**src/kp_defines.svh**
```systemverilog
/*
  Constants of the keypad event buffer: command codes, register offsets,
  interrupt bit positions, reset values and timing figures.
  Assumes a 50 MHz core clock and the include guard below.
*/
// Notes on behaviour
// RULE1: Auto-send forwards each key code at once.
// RULE2: Buffered mode keeps up to ten codes.
// RULE3: Poll returns one code, MSB flags more.
// RULE4: Poll on empty buffer returns zero.
// RULE5: Host turns auto-send off before polling.
// RULE6: Clear command empties the whole buffer.
// RULE7: Settle time is parameter times 6.554 ms.
// RULE8: Typematic: code now, after 1 s, 5/s.
// RULE9: Hold: down code on press, up on release.
// RULE10: Mode byte 1 hold, 0 typematic.
// RULE11: Separate command turns auto-repeat off.
// RULE12: Assign 25 down, 25 up; 255 keeps.
// RULE13: Default down codes are 65 to 89.
// RULE14: Default up codes are 97 to 121.
// RULE15: Every command starts with prefix 0xFE.
// RULE16: Full buffer drops new codes.
// RULE17: Unknown command code is ignored.
`ifndef KP_DEFINES_SVH
`define KP_DEFINES_SVH

// ==========================================
// Keypad geometry and buffer depth
`define KP_NKEYS 25
`define KP_BUF_DEPTH 4'hA
`define KP_LAST_PARAM 6'h31

// ==========================================
// Command bytes
`define KP_PREFIX 8'hFE
`define KP_OP_AUTO_ON 8'h41
`define KP_OP_AUTO_OFF 8'h4F
`define KP_OP_POLL 8'h26
`define KP_OP_CLEAR 8'h45
`define KP_OP_DEBOUNCE 8'h55
`define KP_OP_RPT_MODE 8'h7E
`define KP_OP_RPT_OFF 8'h60
`define KP_OP_ASSIGN 8'hD5
`define KP_CODE_KEEP 8'hFF
`define KP_MODE_HOLD 8'h01

// ==========================================
// Reset values
`define KP_DN_BASE 8'h41
`define KP_UP_BASE 8'h61
`define KP_DEB_DEFAULT 8'h08

// ==========================================
// Register byte offsets and interrupt bits
`define KP_REG_CMD 8'h00
`define KP_REG_STATUS 8'h04
`define KP_REG_INT_STAT 8'h08
`define KP_REG_INT_MASK 8'h0C
`define KP_INT_KEY 0
`define KP_INT_DROP 1

// ==========================================
// Timing
`define KP_CLK_MHZ 50
`define KP_TICK_US 6554
`define KP_RPT_DELAY_US 1000000
`define KP_RPT_RATE_US 200000

`endif

```
**src/kp_pkg.sv**
```systemverilog
/*
  Types of the keypad event buffer: parser states, the host byte
  carrier and the state records of both modules.
  Assumes kp_defines.svh is on the include path.
*/
`include "kp_defines.svh"

package kp_pkg;

  // ==========================================
  // Command parser states
  typedef enum logic [2:0] {
    PS_IDLE,
    PS_CMD,
    PS_DEB,
    PS_MODE,
    PS_CODES
  } kp_pstate_t;

  // One byte toward the host, valid for one cycle
  typedef struct packed {
    logic valid;
    logic [7:0] data;
  } kp_byte_t;

  // Debouncer state
  typedef struct packed {
    logic [`KP_NKEYS-1:0] s1;
    logic [`KP_NKEYS-1:0] s2;
    logic [`KP_NKEYS-1:0] stable;
    logic [`KP_NKEYS-1:0][7:0] cnt;
  } kp_db_st_t;

  // Event block state
  typedef struct packed {
    kp_pstate_t ps;
    logic [5:0] pidx;
    logic auto_tx;
    logic hold;
    logic rpt_en;
    logic [7:0] deb;
    logic [`KP_NKEYS-1:0][7:0] dn;
    logic [`KP_NKEYS-1:0][7:0] up;
    logic [9:0][7:0] kbuf;
    logic [3:0] head;
    logic [3:0] cnt;
    logic [`KP_NKEYS-1:0] prev;
    logic [`KP_NKEYS-1:0] pend_dn;
    logic [`KP_NKEYS-1:0] pend_up;
    logic rep_act;
    logic [4:0] rep_key;
    logic rep_pend;
    logic [25:0] rep_cnt;
    logic [18:0] tick_cnt;
    logic tick;
    logic a_valid;
    logic a_write;
    logic [7:0] a_addr;
    logic [31:0] rdata;
    logic rdy;
    kp_byte_t out;
    logic [1:0] int_stat;
    logic [1:0] int_mask;
    logic irq;
  } kp_top_st_t;

endpackage

```
**src/kp_debounce.sv**
```systemverilog
/*
  Two-flop synchronisers and per-key settle counters for the keypad.
  Assumes a tick pulse from the event block every debounce increment.
*/
`include "kp_defines.svh"

module kp_debounce (
  // Clock and reset
  input wire logic core_clk,
  input wire logic reset,
  // Settings
  input wire logic [7:0] deb,
  input wire logic tick,
  // Keys
  input wire logic [`KP_NKEYS-1:0] key_raw,
  output logic [`KP_NKEYS-1:0] stable
);
  import kp_pkg::*;

  kp_db_st_t q; // Registered state
  kp_db_st_t s; // Next state

  // ==========================================
  // Next state
  always_comb begin
    s = q;
    // First flop feeds only the second
    s.s1 = key_raw;
    s.s2 = q.s1;
    for (int i = 0; i < `KP_NKEYS; i++) begin
      if (q.s2[i] == q.stable[i]) begin
        // No change pending
        s.cnt[i] = 8'h00;
      // RULE7: settle then accept
      end else if (q.cnt[i] >= deb) begin
        s.stable[i] = q.s2[i];
        s.cnt[i] = 8'h00;
      end else if (tick) begin
        s.cnt[i] = q.cnt[i] + 8'h01;
      end
    end
  end

  // State register
  always_ff @(posedge core_clk) begin
    if (reset) begin
      q <= '0;
    end else begin
      q <= s;
    end
  end

  assign stable = q.stable;
endmodule

```
**src/kp_event.sv**
```systemverilog
/*
  Keypad event buffer: parses 0xFE-prefixed keypad commands written over
  AHB-Lite, turns debounced key edges into down and up codes, repeats
  down codes, and sends codes at once or holds them for polling.
  Assumes one 50 MHz clock, a synchronous reset and raw key pins.
*/
`include "kp_defines.svh"

module kp_event #(
  parameter int TICK_CYC = `KP_TICK_US * `KP_CLK_MHZ,
  parameter int RPT_DELAY_CYC = `KP_RPT_DELAY_US * `KP_CLK_MHZ,
  parameter int RPT_RATE_CYC = `KP_RPT_RATE_US * `KP_CLK_MHZ
) (
  // Clock and reset
  input wire logic core_clk,
  input wire logic reset,
  // AHB-Lite slave
  input wire logic hsel,
  input wire logic [31:0] haddr,
  input wire logic [1:0] htrans,
  input wire logic hwrite,
  input wire logic [2:0] hsize,
  input wire logic [31:0] hwdata,
  input wire logic hready,
  output logic [31:0] hrdata,
  output logic hreadyout,
  output logic hresp,
  // Keypad pins
  input wire logic [`KP_NKEYS-1:0] key_raw,
  // Bytes to the host
  output kp_pkg::kp_byte_t host_out,
  // Interrupt
  output logic irq
);
  import kp_pkg::*;

  kp_top_st_t q; // Registered state
  kp_top_st_t s; // Next state
  logic [`KP_NKEYS-1:0] st; // Debounced keys
  logic [`KP_NKEYS-1:0] rise; // Press edges
  logic [`KP_NKEYS-1:0] fall; // Release edges
  logic cmd_wr; // Byte written to command register
  logic [7:0] b; // That byte
  logic poll_c; // Poll command taken
  logic clear_c; // Clear command taken
  logic hit_dn; // A down event pending
  logic hit_up; // An up event pending
  logic [4:0] k; // Key of pending down
  logic [4:0] ku; // Key of pending up
  logic ev; // A code is produced
  logic [7:0] ev_code; // The code
  logic [4:0] tail5; // Write slot before wrap
  logic [3:0] tail; // Write slot
  logic [3:0] nhead; // Read slot after a poll
  logic [1:0] int_set; // Events this cycle

  // Reset image, defaults restored here
  function automatic kp_top_st_t kp_rst();
    kp_top_st_t r;
    r = '0;
    r.ps = PS_IDLE;
    r.auto_tx = 1'b1;
    r.rpt_en = 1'b1;
    r.deb = `KP_DEB_DEFAULT;
    r.rdy = 1'b1;
    for (int i = 0; i < `KP_NKEYS; i++) begin
      // RULE13: down codes 65 up
      r.dn[i] = `KP_DN_BASE + 8'(i);
      // RULE14: up codes 97 up
      r.up[i] = `KP_UP_BASE + 8'(i);
    end
    return r;
  endfunction

  // ==========================================
  // Debouncer
  kp_debounce u_deb (
    .core_clk(core_clk),
    .reset(reset),
    .deb(q.deb),
    .tick(q.tick),
    .key_raw(key_raw),
    .stable(st)
  );

  // ==========================================
  // Next state
  always_comb begin
    s = q;
    s.out = '0;
    s.tick = 1'b0;
    poll_c = 1'b0;
    clear_c = 1'b0;
    hit_dn = 1'b0;
    hit_up = 1'b0;
    k = 5'h00;
    ku = 5'h00;
    ev = 1'b0;
    ev_code = 8'h00;
    int_set = 2'h0;
    b = hwdata[7:0];
    cmd_wr = q.a_valid && q.a_write && (q.a_addr == `KP_REG_CMD);

    // Debounce increment prescaler
    if (q.tick_cnt == 19'(TICK_CYC - 1)) begin
      s.tick_cnt = 19'h00000;
      s.tick = 1'b1;
    end else begin
      s.tick_cnt = q.tick_cnt + 19'h00001;
    end

    // Command parser, one byte per write
    unique case (q.ps)
      PS_IDLE: begin
        // RULE15: wait for prefix
        if (cmd_wr && b == `KP_PREFIX) begin
          s.ps = PS_CMD;
        end
      end
      PS_CMD: begin
        if (cmd_wr) begin
          s.ps = PS_IDLE;
          case (b)
            // RULE1: auto-send on
            `KP_OP_AUTO_ON: s.auto_tx = 1'b1;
            // RULE2: buffered mode
            `KP_OP_AUTO_OFF: s.auto_tx = 1'b0;
            `KP_OP_POLL: poll_c = 1'b1;
            `KP_OP_CLEAR: clear_c = 1'b1;
            `KP_OP_DEBOUNCE: s.ps = PS_DEB;
            `KP_OP_RPT_MODE: s.ps = PS_MODE;
            // RULE11: repeat off
            `KP_OP_RPT_OFF: s.rpt_en = 1'b0;
            `KP_OP_ASSIGN: begin
              s.ps = PS_CODES;
              s.pidx = 6'h00;
            end
            // RULE17: unknown code ignored
            default: s.ps = PS_IDLE;
          endcase
        end
      end
      PS_DEB: begin
        // RULE7: new settle count
        if (cmd_wr) begin
          s.deb = b;
          s.ps = PS_IDLE;
        end
      end
      PS_MODE: begin
        // RULE10: 1 hold, 0 typematic
        if (cmd_wr) begin
          s.hold = (b == `KP_MODE_HOLD);
          s.rpt_en = 1'b1;
          s.ps = PS_IDLE;
        end
      end
      PS_CODES: begin
        if (cmd_wr) begin
          // RULE12: 255 keeps the code
          if (b != `KP_CODE_KEEP) begin
            if (q.pidx < 6'(`KP_NKEYS)) begin
              s.dn[q.pidx[4:0]] = b;
            end else begin
              s.up[5'(q.pidx - 6'(`KP_NKEYS))] = b;
            end
          end
          if (q.pidx == `KP_LAST_PARAM) begin
            s.ps = PS_IDLE;
          end else begin
            s.pidx = q.pidx + 6'h01;
          end
        end
      end
    endcase

    // Key edges
    rise = st & ~q.prev;
    fall = ~st & q.prev;
    s.prev = st;

    // Lowest pending key wins
    for (int i = `KP_NKEYS - 1; i >= 0; i--) begin
      if (q.pend_dn[i]) begin
        hit_dn = 1'b1;
        k = 5'(i);
      end
      if (q.pend_up[i]) begin
        hit_up = 1'b1;
        ku = 5'(i);
      end
    end

    // Pick one code when no poll or clear owns the cycle
    if (!poll_c && !clear_c) begin
      if (q.rep_pend) begin
        // RULE8: repeat of held key
        ev = 1'b1;
        ev_code = q.dn[q.rep_key];
        s.rep_pend = 1'b0;
      end else if (hit_dn) begin
        ev = 1'b1;
        ev_code = q.dn[k];
        s.pend_dn[k] = 1'b0;
        // RULE8: first repeat after delay
        if (q.rpt_en && !q.hold) begin
          s.rep_act = 1'b1;
          s.rep_key = k;
          s.rep_cnt = 26'(RPT_DELAY_CYC - 1);
        end
      end else if (hit_up) begin
        // RULE9: up code on release
        ev = 1'b1;
        ev_code = q.up[ku];
        s.pend_up[ku] = 1'b0;
      end
    end

    // New edges queue behind the one just taken
    s.pend_dn = s.pend_dn | rise;
    // RULE9: release only reported in hold mode
    if (q.rpt_en && q.hold) begin
      s.pend_up = s.pend_up | fall;
    end

    // Repeat timer, stopped by release or mode change
    if (!(q.rpt_en && !q.hold) || (q.rep_act && fall[q.rep_key])) begin
      s.rep_act = 1'b0;
      s.rep_pend = 1'b0;
    end else if (q.rep_act && !(ev && hit_dn && !q.rep_pend)) begin
      // RULE8: five per second
      if (q.rep_cnt == 26'h0000000) begin
        s.rep_pend = 1'b1;
        s.rep_cnt = 26'(RPT_RATE_CYC - 1);
      end else begin
        s.rep_cnt = q.rep_cnt - 26'h0000001;
      end
    end

    // Ring slots
    tail5 = {1'b0, q.head} + {1'b0, q.cnt};
    if (tail5 >= {1'b0, `KP_BUF_DEPTH}) begin
      tail = 4'(tail5 - {1'b0, `KP_BUF_DEPTH});
    end else begin
      tail = tail5[3:0];
    end
    nhead = (q.head == `KP_BUF_DEPTH - 4'h1) ? 4'h0 : q.head + 4'h1;

    // Deliver or store the produced code
    if (ev) begin
      int_set[`KP_INT_KEY] = 1'b1;
      if (q.auto_tx) begin
        // RULE1: send at once
        s.out.valid = 1'b1;
        s.out.data = ev_code;
      end else if (q.cnt < `KP_BUF_DEPTH) begin
        // RULE2: hold for polling
        s.kbuf[tail] = ev_code;
        s.cnt = q.cnt + 4'h1;
      end else begin
        // RULE16: full, drop newest
        int_set[`KP_INT_DROP] = 1'b1;
      end
    end

    // Poll answer
    if (poll_c) begin
      s.out.valid = 1'b1;
      if (q.cnt == 4'h0) begin
        // RULE4: empty gives zero
        s.out.data = 8'h00;
      end else begin
        // RULE3: MSB says more remain
        s.out.data = {(q.cnt > 4'h1), q.kbuf[q.head][6:0]};
        s.head = nhead;
        s.cnt = q.cnt - 4'h1;
      end
    end

    // RULE6: drop every stored code
    if (clear_c) begin
      s.cnt = 4'h0;
      s.head = 4'h0;
    end

    // Register writes in the data phase; set wins over clear
    s.int_stat = q.int_stat | int_set;
    if (q.a_valid && q.a_write) begin
      if (q.a_addr == `KP_REG_INT_STAT) begin
        s.int_stat = (q.int_stat & ~hwdata[1:0]) | int_set;
      end
      if (q.a_addr == `KP_REG_INT_MASK) begin
        s.int_mask = hwdata[1:0];
      end
    end
    s.irq = |(s.int_stat & s.int_mask);

    // Address phase capture and read data
    s.a_valid = hsel && htrans[1] && hready;
    s.a_write = hwrite;
    s.a_addr = haddr[7:0];
    s.rdata = 32'h00000000;
    if (hsel && htrans[1] && hready && !hwrite) begin
      case (haddr[7:0])
        `KP_REG_STATUS: s.rdata = {16'h0000, q.deb, q.cnt,
          (q.ps != PS_IDLE), q.rpt_en, q.hold, q.auto_tx};
        `KP_REG_INT_STAT: s.rdata = {30'h00000000, q.int_stat};
        `KP_REG_INT_MASK: s.rdata = {30'h00000000, q.int_mask};
        // Command and unmapped words read zero
        default: s.rdata = 32'h00000000;
      endcase
    end
  end

  // State register
  always_ff @(posedge core_clk) begin
    if (reset) begin
      q <= kp_rst();
    end else begin
      q <= s;
    end
  end

  // ==========================================
  // Outputs
  assign hrdata = q.rdata;
  assign hreadyout = q.rdy;
  assign hresp = 1'b0;
  assign host_out = q.out;
  assign irq = q.irq;
endmodule

```
**config.mk**
```make
export PLATFORM = sky130hd
export DESIGN_NAME = kp_event
export DESIGN_NICKNAME = d
export VERILOG_FILES = /design/src/kp_pkg.sv /design/src/kp_debounce.sv /design/src/kp_event.sv
export VERILOG_INCLUDE_DIRS = /design/src
export SDC_FILE = /design/constraint.sdc
export NUM_CORES = 2
export LEC_CHECK = 0
export BUFFER_PORTS_ARGS = -buffer_cell sky130_fd_sc_hd__buf_2
export CORE_MARGIN = 8
export CORE_UTILIZATION = 45
export CTS_CLUSTER_SIZE = 10
export DETAILED_ROUTE_END_ITERATION = 6
export MAX_ROUTING_LAYER = met4
export PLACE_DENSITY = 0.6
export SETUP_SLACK_MARGIN = 0.1
export SLEW_MARGIN = 20
export SYNTH_ARGS = -nofsm -noshare
export SYNTH_HDL_FRONTEND = slang
export SYNTH_SLANG_ARGS = --single-unit
```
**constraint.sdc**
```tcl
create_clock -name core_clk -period 3.92 [get_ports core_clk]
set_input_delay 0.784 -clock core_clk [delete_from_list [all_inputs] [get_ports core_clk]]
set_output_delay 0.784 -clock core_clk [all_outputs]
set_load 0.01 [all_outputs]
```
# ---- Word-level counts from Yosys, hierarchy flattened
# Cells that the tools add are included.
dict set report totals {
  regBits 967
  latchBits 0
  ram_bits 0
  romBits 0
  input_bits 99
  n_memories 0
}
dict set report op_classes {
  add_sub_neg 34
  multipliers 0
  n_div 0
  order_cmp 41
  n_eq_ne 57
  n_shift 0
  n_mux 186
  bitwise_logic 45
  n_reduce_logical 101
}
# cell n
set op_table {}
lappend op_table {{200-bit bitwise mux} 2}
lappend op_table {{5-bit 2-to-1 mux} 50}
lappend op_table {{8-bit by 1-bit adder with 8-bit output (second input constant)} 25}
lappend op_table {{8-bit greater-or-equal comparator} 25}
lappend op_table {{26-bit 2-to-1 mux} 5}
lappend op_table {{8-bit binary-select mux with 5-bit select} 3}
lappend op_table {{25-bit AND} 4}
lappend op_table {{25-bit 2-to-1 mux} 4}
lappend op_table {{25-bit NOT} 4}
lappend op_table {{8-bit 2-to-1 mux} 11}
lappend op_table {{83-bit 2-to-1 mux} 1}
lappend op_table {{80-bit bitwise mux} 1}
lappend op_table {{8-bit demux with 5-bit select} 2}
lappend op_table {{3-bit OR reduction} 25}
lappend op_table {{1-bit 2-to-1 mux} 70}
lappend op_table {{56-bit 2-to-1 mux} 1}
lappend op_table {{2-bit AND reduction} 28}
lappend op_table {{25-bit OR} 2}
lappend op_table {{8-bit by 7-bit == test with 1-bit output (second input constant)} 6}
lappend op_table {{16-bit one-hot mux with 3 select lines} 1}
lappend op_table {{9-bit 2-to-1 mux} 4}
lappend op_table {{8-bit binary-select mux with 4-bit select} 1}
lappend op_table {{8-bit demux with 4-bit select} 1}
lappend op_table {{8-bit by 4-bit == test with 1-bit output (second input constant)} 4}
lappend op_table {{60 further kinds} 184}

# ---- Depth between registers and ports, before layout
dict set report depth {
  depth_word 38
  mapped_depth 14
  ltp_nobuf 13
}

# ---- Modules after synthesis
# Synthesis repeated with hierarchy kept, for this count alone.
dict set report hier_totals {
  cells_unflattened 5277
  hier_area_um2 48001.0
}
# module n_inst cells_per_inst area_per_inst_um2
set modules_own_cells {}
lappend modules_own_cells {kp_event 1 3630 32796.5}
lappend modules_own_cells {kp_debounce 1 1647 15204.6}

# ---- Worst setup path after synthesis
# OpenSTA, ideal clock, no wires.
dict set report synth_path {
  path_type {input port to flip-flop}
  startpoint {input port hwdata[5]}
  endpoint {register q[100] in the netlist's numbering}
  t_arrival_ps 3260
  required_time_ps 3829
  slack_ps 569
  stages 12
  path_cell_list {clkbuf_1 > nor2b_1 > nand2_1 > or4_1 > o21ai_0 > nor2_1 > a211oi_2 > or2_1 > buf_2 > o21ai_1 > nor2b_1 > a311oi_1}
}
dict set report synth_between {
  elab_chain_cells 13
}
# item line
set synth_rtl {}
lappend synth_rtl {{from (decl)} kp_event.sv:23} ;# input wire logic [31:0] hwdata,
lappend synth_rtl {{8-bit by 6-bit == test with 1-bit output / 8-bit by 7-bit == test with 1-bit output (equally long branches)} kp_event.sv:123} ;# case (b)
lappend synth_rtl {{1-bit 2-to-1 mux} kp_event.sv:123}
lappend synth_rtl {{1-bit 2-to-1 mux} kp_event.sv:121} ;# if (cmd_wr) begin
lappend synth_rtl {{1-bit 2-to-1 mux} kp_event.sv:113} ;# unique case (q.ps)
lappend synth_rtl {{1-bit zero test} kp_event.sv:195} ;# if (!poll_c && !clear_c) begin
lappend synth_rtl {{1-bit logical AND (*)} kp_event.sv:195}
lappend synth_rtl {{1-bit 2-to-1 mux} kp_event.sv:195}
lappend synth_rtl {{1-bit logical AND (2 in series)} kp_event.sv:230} ;# end else if (q.rep_act && !(ev && hit_dn && !q.rep_pend)) begin
lappend synth_rtl {{1-bit zero test} kp_event.sv:230}
lappend synth_rtl {{1-bit logical AND} kp_event.sv:230}
lappend synth_rtl {{27-bit 2-to-1 mux} kp_event.sv:230}
lappend synth_rtl {{26-bit 2-to-1 mux (*)} kp_event.sv:227} ;# if (!(q.rpt_en && !q.hold) || (q.rep_act && fall[q.rep_key])) begin
lappend synth_rtl {{to (signal assigned)} kp_event.sv:318} ;# q <= kp_rst();
lappend synth_rtl {{to (signal assigned)} kp_event.sv:320} ;# q <= s;
lappend synth_rtl {{to (decl)} kp_event.sv:37} ;# kp_top_st_t q;
# Mark *: on every way between the ends. The rest lies on a longest branch, timed or not.
# A chain may end at the register's enable or synchronous reset.

# ---- Worst setup path in the final report
dict set report layout_path {
  startpoint {register q[151] in the netlist's numbering}
  endpoint {register q (netlist bit host_out[7])}
}
dict set report layout_between {
  elab_chain_cells 25
}
# item line
set layout_rtl {}
lappend layout_rtl {{5-bit 2-to-1 mux (17 in series)} kp_event.sv:184} ;# if (q.pend_dn[i]) begin
lappend layout_rtl {{8-bit binary-select mux with 5-bit select} kp_event.sv:203} ;# ev_code = q.dn[k];
lappend layout_rtl {{8-bit 2-to-1 mux (implied by the code)} kp_event.sv:203}
lappend layout_rtl {{8-bit 2-to-1 mux} kp_event.sv:201} ;# end else if (hit_dn) begin
lappend layout_rtl {{8-bit 2-to-1 mux} kp_event.sv:196} ;# if (q.rep_pend) begin
lappend layout_rtl {{8-bit 2-to-1 mux} kp_event.sv:195}
lappend layout_rtl {{9-bit 2-to-1 mux} kp_event.sv:252} ;# if (q.auto_tx) begin
lappend layout_rtl {{9-bit 2-to-1 mux (*)} kp_event.sv:250} ;# if (ev) begin
lappend layout_rtl {{9-bit 2-to-1 mux (*)} kp_event.sv:267} ;# if (poll_c) begin
# Mark *: on every way between the ends. The rest lies on a longest branch, timed or not. The select of a mux whose other input is x is not followed.

==> results.toml <==
[placement]
dpl.hpwl_um = 98000
port_buffers = 72
place_congestion = 0.961
dp_slack_ns = 0.155

[clocking]
cts_resized = 0
clkLatencyLatePin_ns = 0.69
ctsHtreeMaxLevel = 3
cts.sinks = 941
cts_hold_buf = 0
clk_path_buf_depth = 3
cts_root_buf = "clkbuf_16"
cts_tree = "yes"
path_clk_slew_ns = 0.06
cts_buffers = 109
cts_setup_buffers = 0

[hold_path]
whs_path_depth = 2
holdPathEnd = "u_deb.q[258]"
hold_class = "in -> reg"
min-delay-start = "key_raw[8]"

[logic_synthesis]
ys_seq_elements = 941
synth.top_cell.area_share_pct = 40.3
synthesis.area_sq_um = 46800
synth_edf_count = 0
ys_types = 100
synth_ff_type = "dfxtp_1"
synth_warnings = 0
ys_top_cells_by_area = "dfxtp_1 40%, mux2i_1 9.4%, ha_1 6.5%"
seq_area_frac_synth_pct = 40.3
yosys.area.top_type = "dfxtp_1"
synthCells = 5171
async_flop_share_pct = 0
synth.avg_cell_area_sq_um = 9.05

[run_status]
outcome = "finished, final reports clean"

[grt]
grt_pass1_wl_um = 219000
grt_max_degree = 157
grt-ovfl-total = 0
antenna_found_initial = 5
grt_pass1_vias = 36600
grtUsageTotal_pct = 24.4

[timing]
relSlewSlack_pct = 36.5
rsz0062_at_grt = "false"
max_slew.worst_pin.slew_ns = 0.945
min_period_ns = 3.67
finClkSkew_ns = 0.0240
finalWorstSetupSlack_ns = 0.250
max_freq_mhz = 272
fin_tns_setup_ns = 0
post-route-period-util_pct = 93.6
finalSetupViolations = 0
drv_slew = 0
finalHoldViolCount = 0

[cells_and_area]
nFillCells = 9792
final-seq-area_sq_um = 18800
syn2layout_area_growth_pct = 12.4
multi_input_area_sq_um = 26400
fin_nets = 5630
drive_gt1_share_pct = 10.7

[floorplanning]
io_pins = 143
core_area_sq_um = 103000
dieArea_sq_um = 115000
die_x_um = 338
die_h_um = 338
start_util_pct = 45.3
rows = 118

[flow_run]
drv_cap = 0

[worst_setup_path]
reg2reg_depth = 10
r2r_end = "host_out[7]"
cp-start-kind = "flop"
crit_required_ns = 4.50
worst-path-max-fanout = 5
arrival_ns = 4.25
criticalPathCategory = "reg -> reg"
ff2ff_setup_slack_ns = 0.25
endpoint_kind = "flop"
r2r-start = "q[151]"

[route]
drtIter0Drc = 3147
viasPerCell = 5.71
drc = 0
ant_nets = 0
wl_um = 142000
drtPass1Iterations = 6
num_vias = 38300
detail_route.wl_per_cell_um = 21.1

[pwr]
p_leak_uw = 0.0217
ir_drop_mv = 0.301
pwr-share-seq_pct = 50.1
p_sw_share_pct = 22.2
power_density_nw_per_um2 = 365
power_frac_comb_pct = 2.1
pwr-share-clk_pct = 47.8
p_int_uw = 14900
power_switching_uw = 4250
per-layer routing:
layer	share of wire [%]	vias to the layer above	track usage [%]
met1	45	18300	32.3
met2	44	1334	37.3
met4	3.6	0	8.47
li1	-	18400	-
met5	0	-	-
met3	7.3	297	4.55
flip-flops by register name (all words and copies together), names as in the netlist:
signal,cells
hrdata,16
irq,1
u_deb.q,250
u_deb.stable,25
q,640
host_out,9
cell usage in the layout (no fill, tap or decap), drive strengths merged, types with 10 or more instances in the layout:
master	count
or4	14
a21o	159
a211o	26
mux4	75
o211ai	39
ha	242
nand3	194
nand2b	65
nor2b	134
conb	18
nor2	678
o22ai	40
mux2i	438
o31ai	25
nor4b	10
and3	23
nor4	26
o221ai	23
a21oi	197
xor2	153
xnor2	79
a211oi	18
nand4	74
o22a	10
inv	66
and2	45
buf	305
mux2	10
nor3	47
a22o	23
a31oi	39
dfxtp	941
nand2	585
o21ai	166
or3	23
clkbuf	138
a221o	12
o21a	13
cell usage after synthesis (all sizes together) (26+ instances only):
cell / number
nand2b: 65
dfxtp: 941
mux2i: 438
o21ai: 166
nor4: 26
a211o: 26
and2: 45
nand2: 585
o211ai: 39
mux4: 75
a31oi: 39
o22ai: 40
xor2: 153
ha: 242
xnor2: 79
buf: 106
nand3: 194
inv: 65
nor3: 47
a21o: 159
a21oi: 197
nor2b: 134
nand4: 74
nor2: 678
clkbuf: 209
logic make-up (layout without fill, tap and decap cells):
| logic type | Yosys count | count (layout) | synth area share (%) |
|---|---|---|---|
| compound gates | 890 | 890 | 12.8 |
| xor+xnor | 232 | 232 | 4.34 |
| fa+ha+maj | 243 | 243 | 6.51 |
| buf+inv | 380 | 519 | 3.60 |
| flops | 941 | 941 | 40.3 |
| mux | 523 | 523 | 13.2 |
| other cells | 2 | 21 | 0.0161 |
| simple gates | 1960 | 1960 | 19.2 |
per-stage QoR:
stage | std cells | power [uW] | cell area, sq um | hold slack [ns] | utilization (%)
2_1_floorplan | 5187 | 10100 | 46900 | 0.414 | -
3_3_place_gp | 6557 | 10200 | 49500 | 0.419 | 47.9
3_5_place_dp | 6557 | 10200 | 49500 | 0.423 | 47.9
4_1_cts | 6706 | 19400 | 52600 | 0.265 | 50.9
5_1_grt | 6709 | 19800 | 52600 | 0.283 | 50.9
6_report | 6709 | 19200 | 52600 | 0.307 | 50.9
layout make-up:
cell class / instances / area share, %
Multi-Input combinational cell: 3866 / 50.2
Sequential cell: 941 / 35.8
Clock buffer: 138 / 5.62
Antenna cell: 3 / 0.0143
Tap cell: 1380 / 3.28
Timing Repair Buffer: 305 / 4.39
Inverter: 65 / 0.478
Clock inverter: 11 / 0.224
critical path, cell delays in order, from the launching register on:
cell	delay, ns
dfxtp_1	0.34
or4_1	0.62
nor3_2	0.30
and3_1	0.26
o21a_1	0.29
o21ai_2	0.10
nor2_1	0.43
a21oi_1	0.22
or2_1	0.24
o41a_1	0.51
o211ai_1	0.25
worst max-delay path by stage:
stage,from,to,depth (start not counted)
final,q[151],host_out[7],10
after floorplan,hwdata[5],q[100],12
after global routing,q[118],host_out[0],11
after CTS,q[118],q[242],12
after detailed placement,q[122],host_out[1],12
after global placement,q[120],host_out[1],12
power by group through the flow:
stage	clock network [uW]	logic [uW]	registers, uW
finish	9180	403	9620
global placement	0	397	9820
floorplan	0	241	9820
CTS	9370	398	9620
detailed placement	0	396	9820
global route	9750	426	9610
Note: power is estimated with default switching activity, not from simulation.
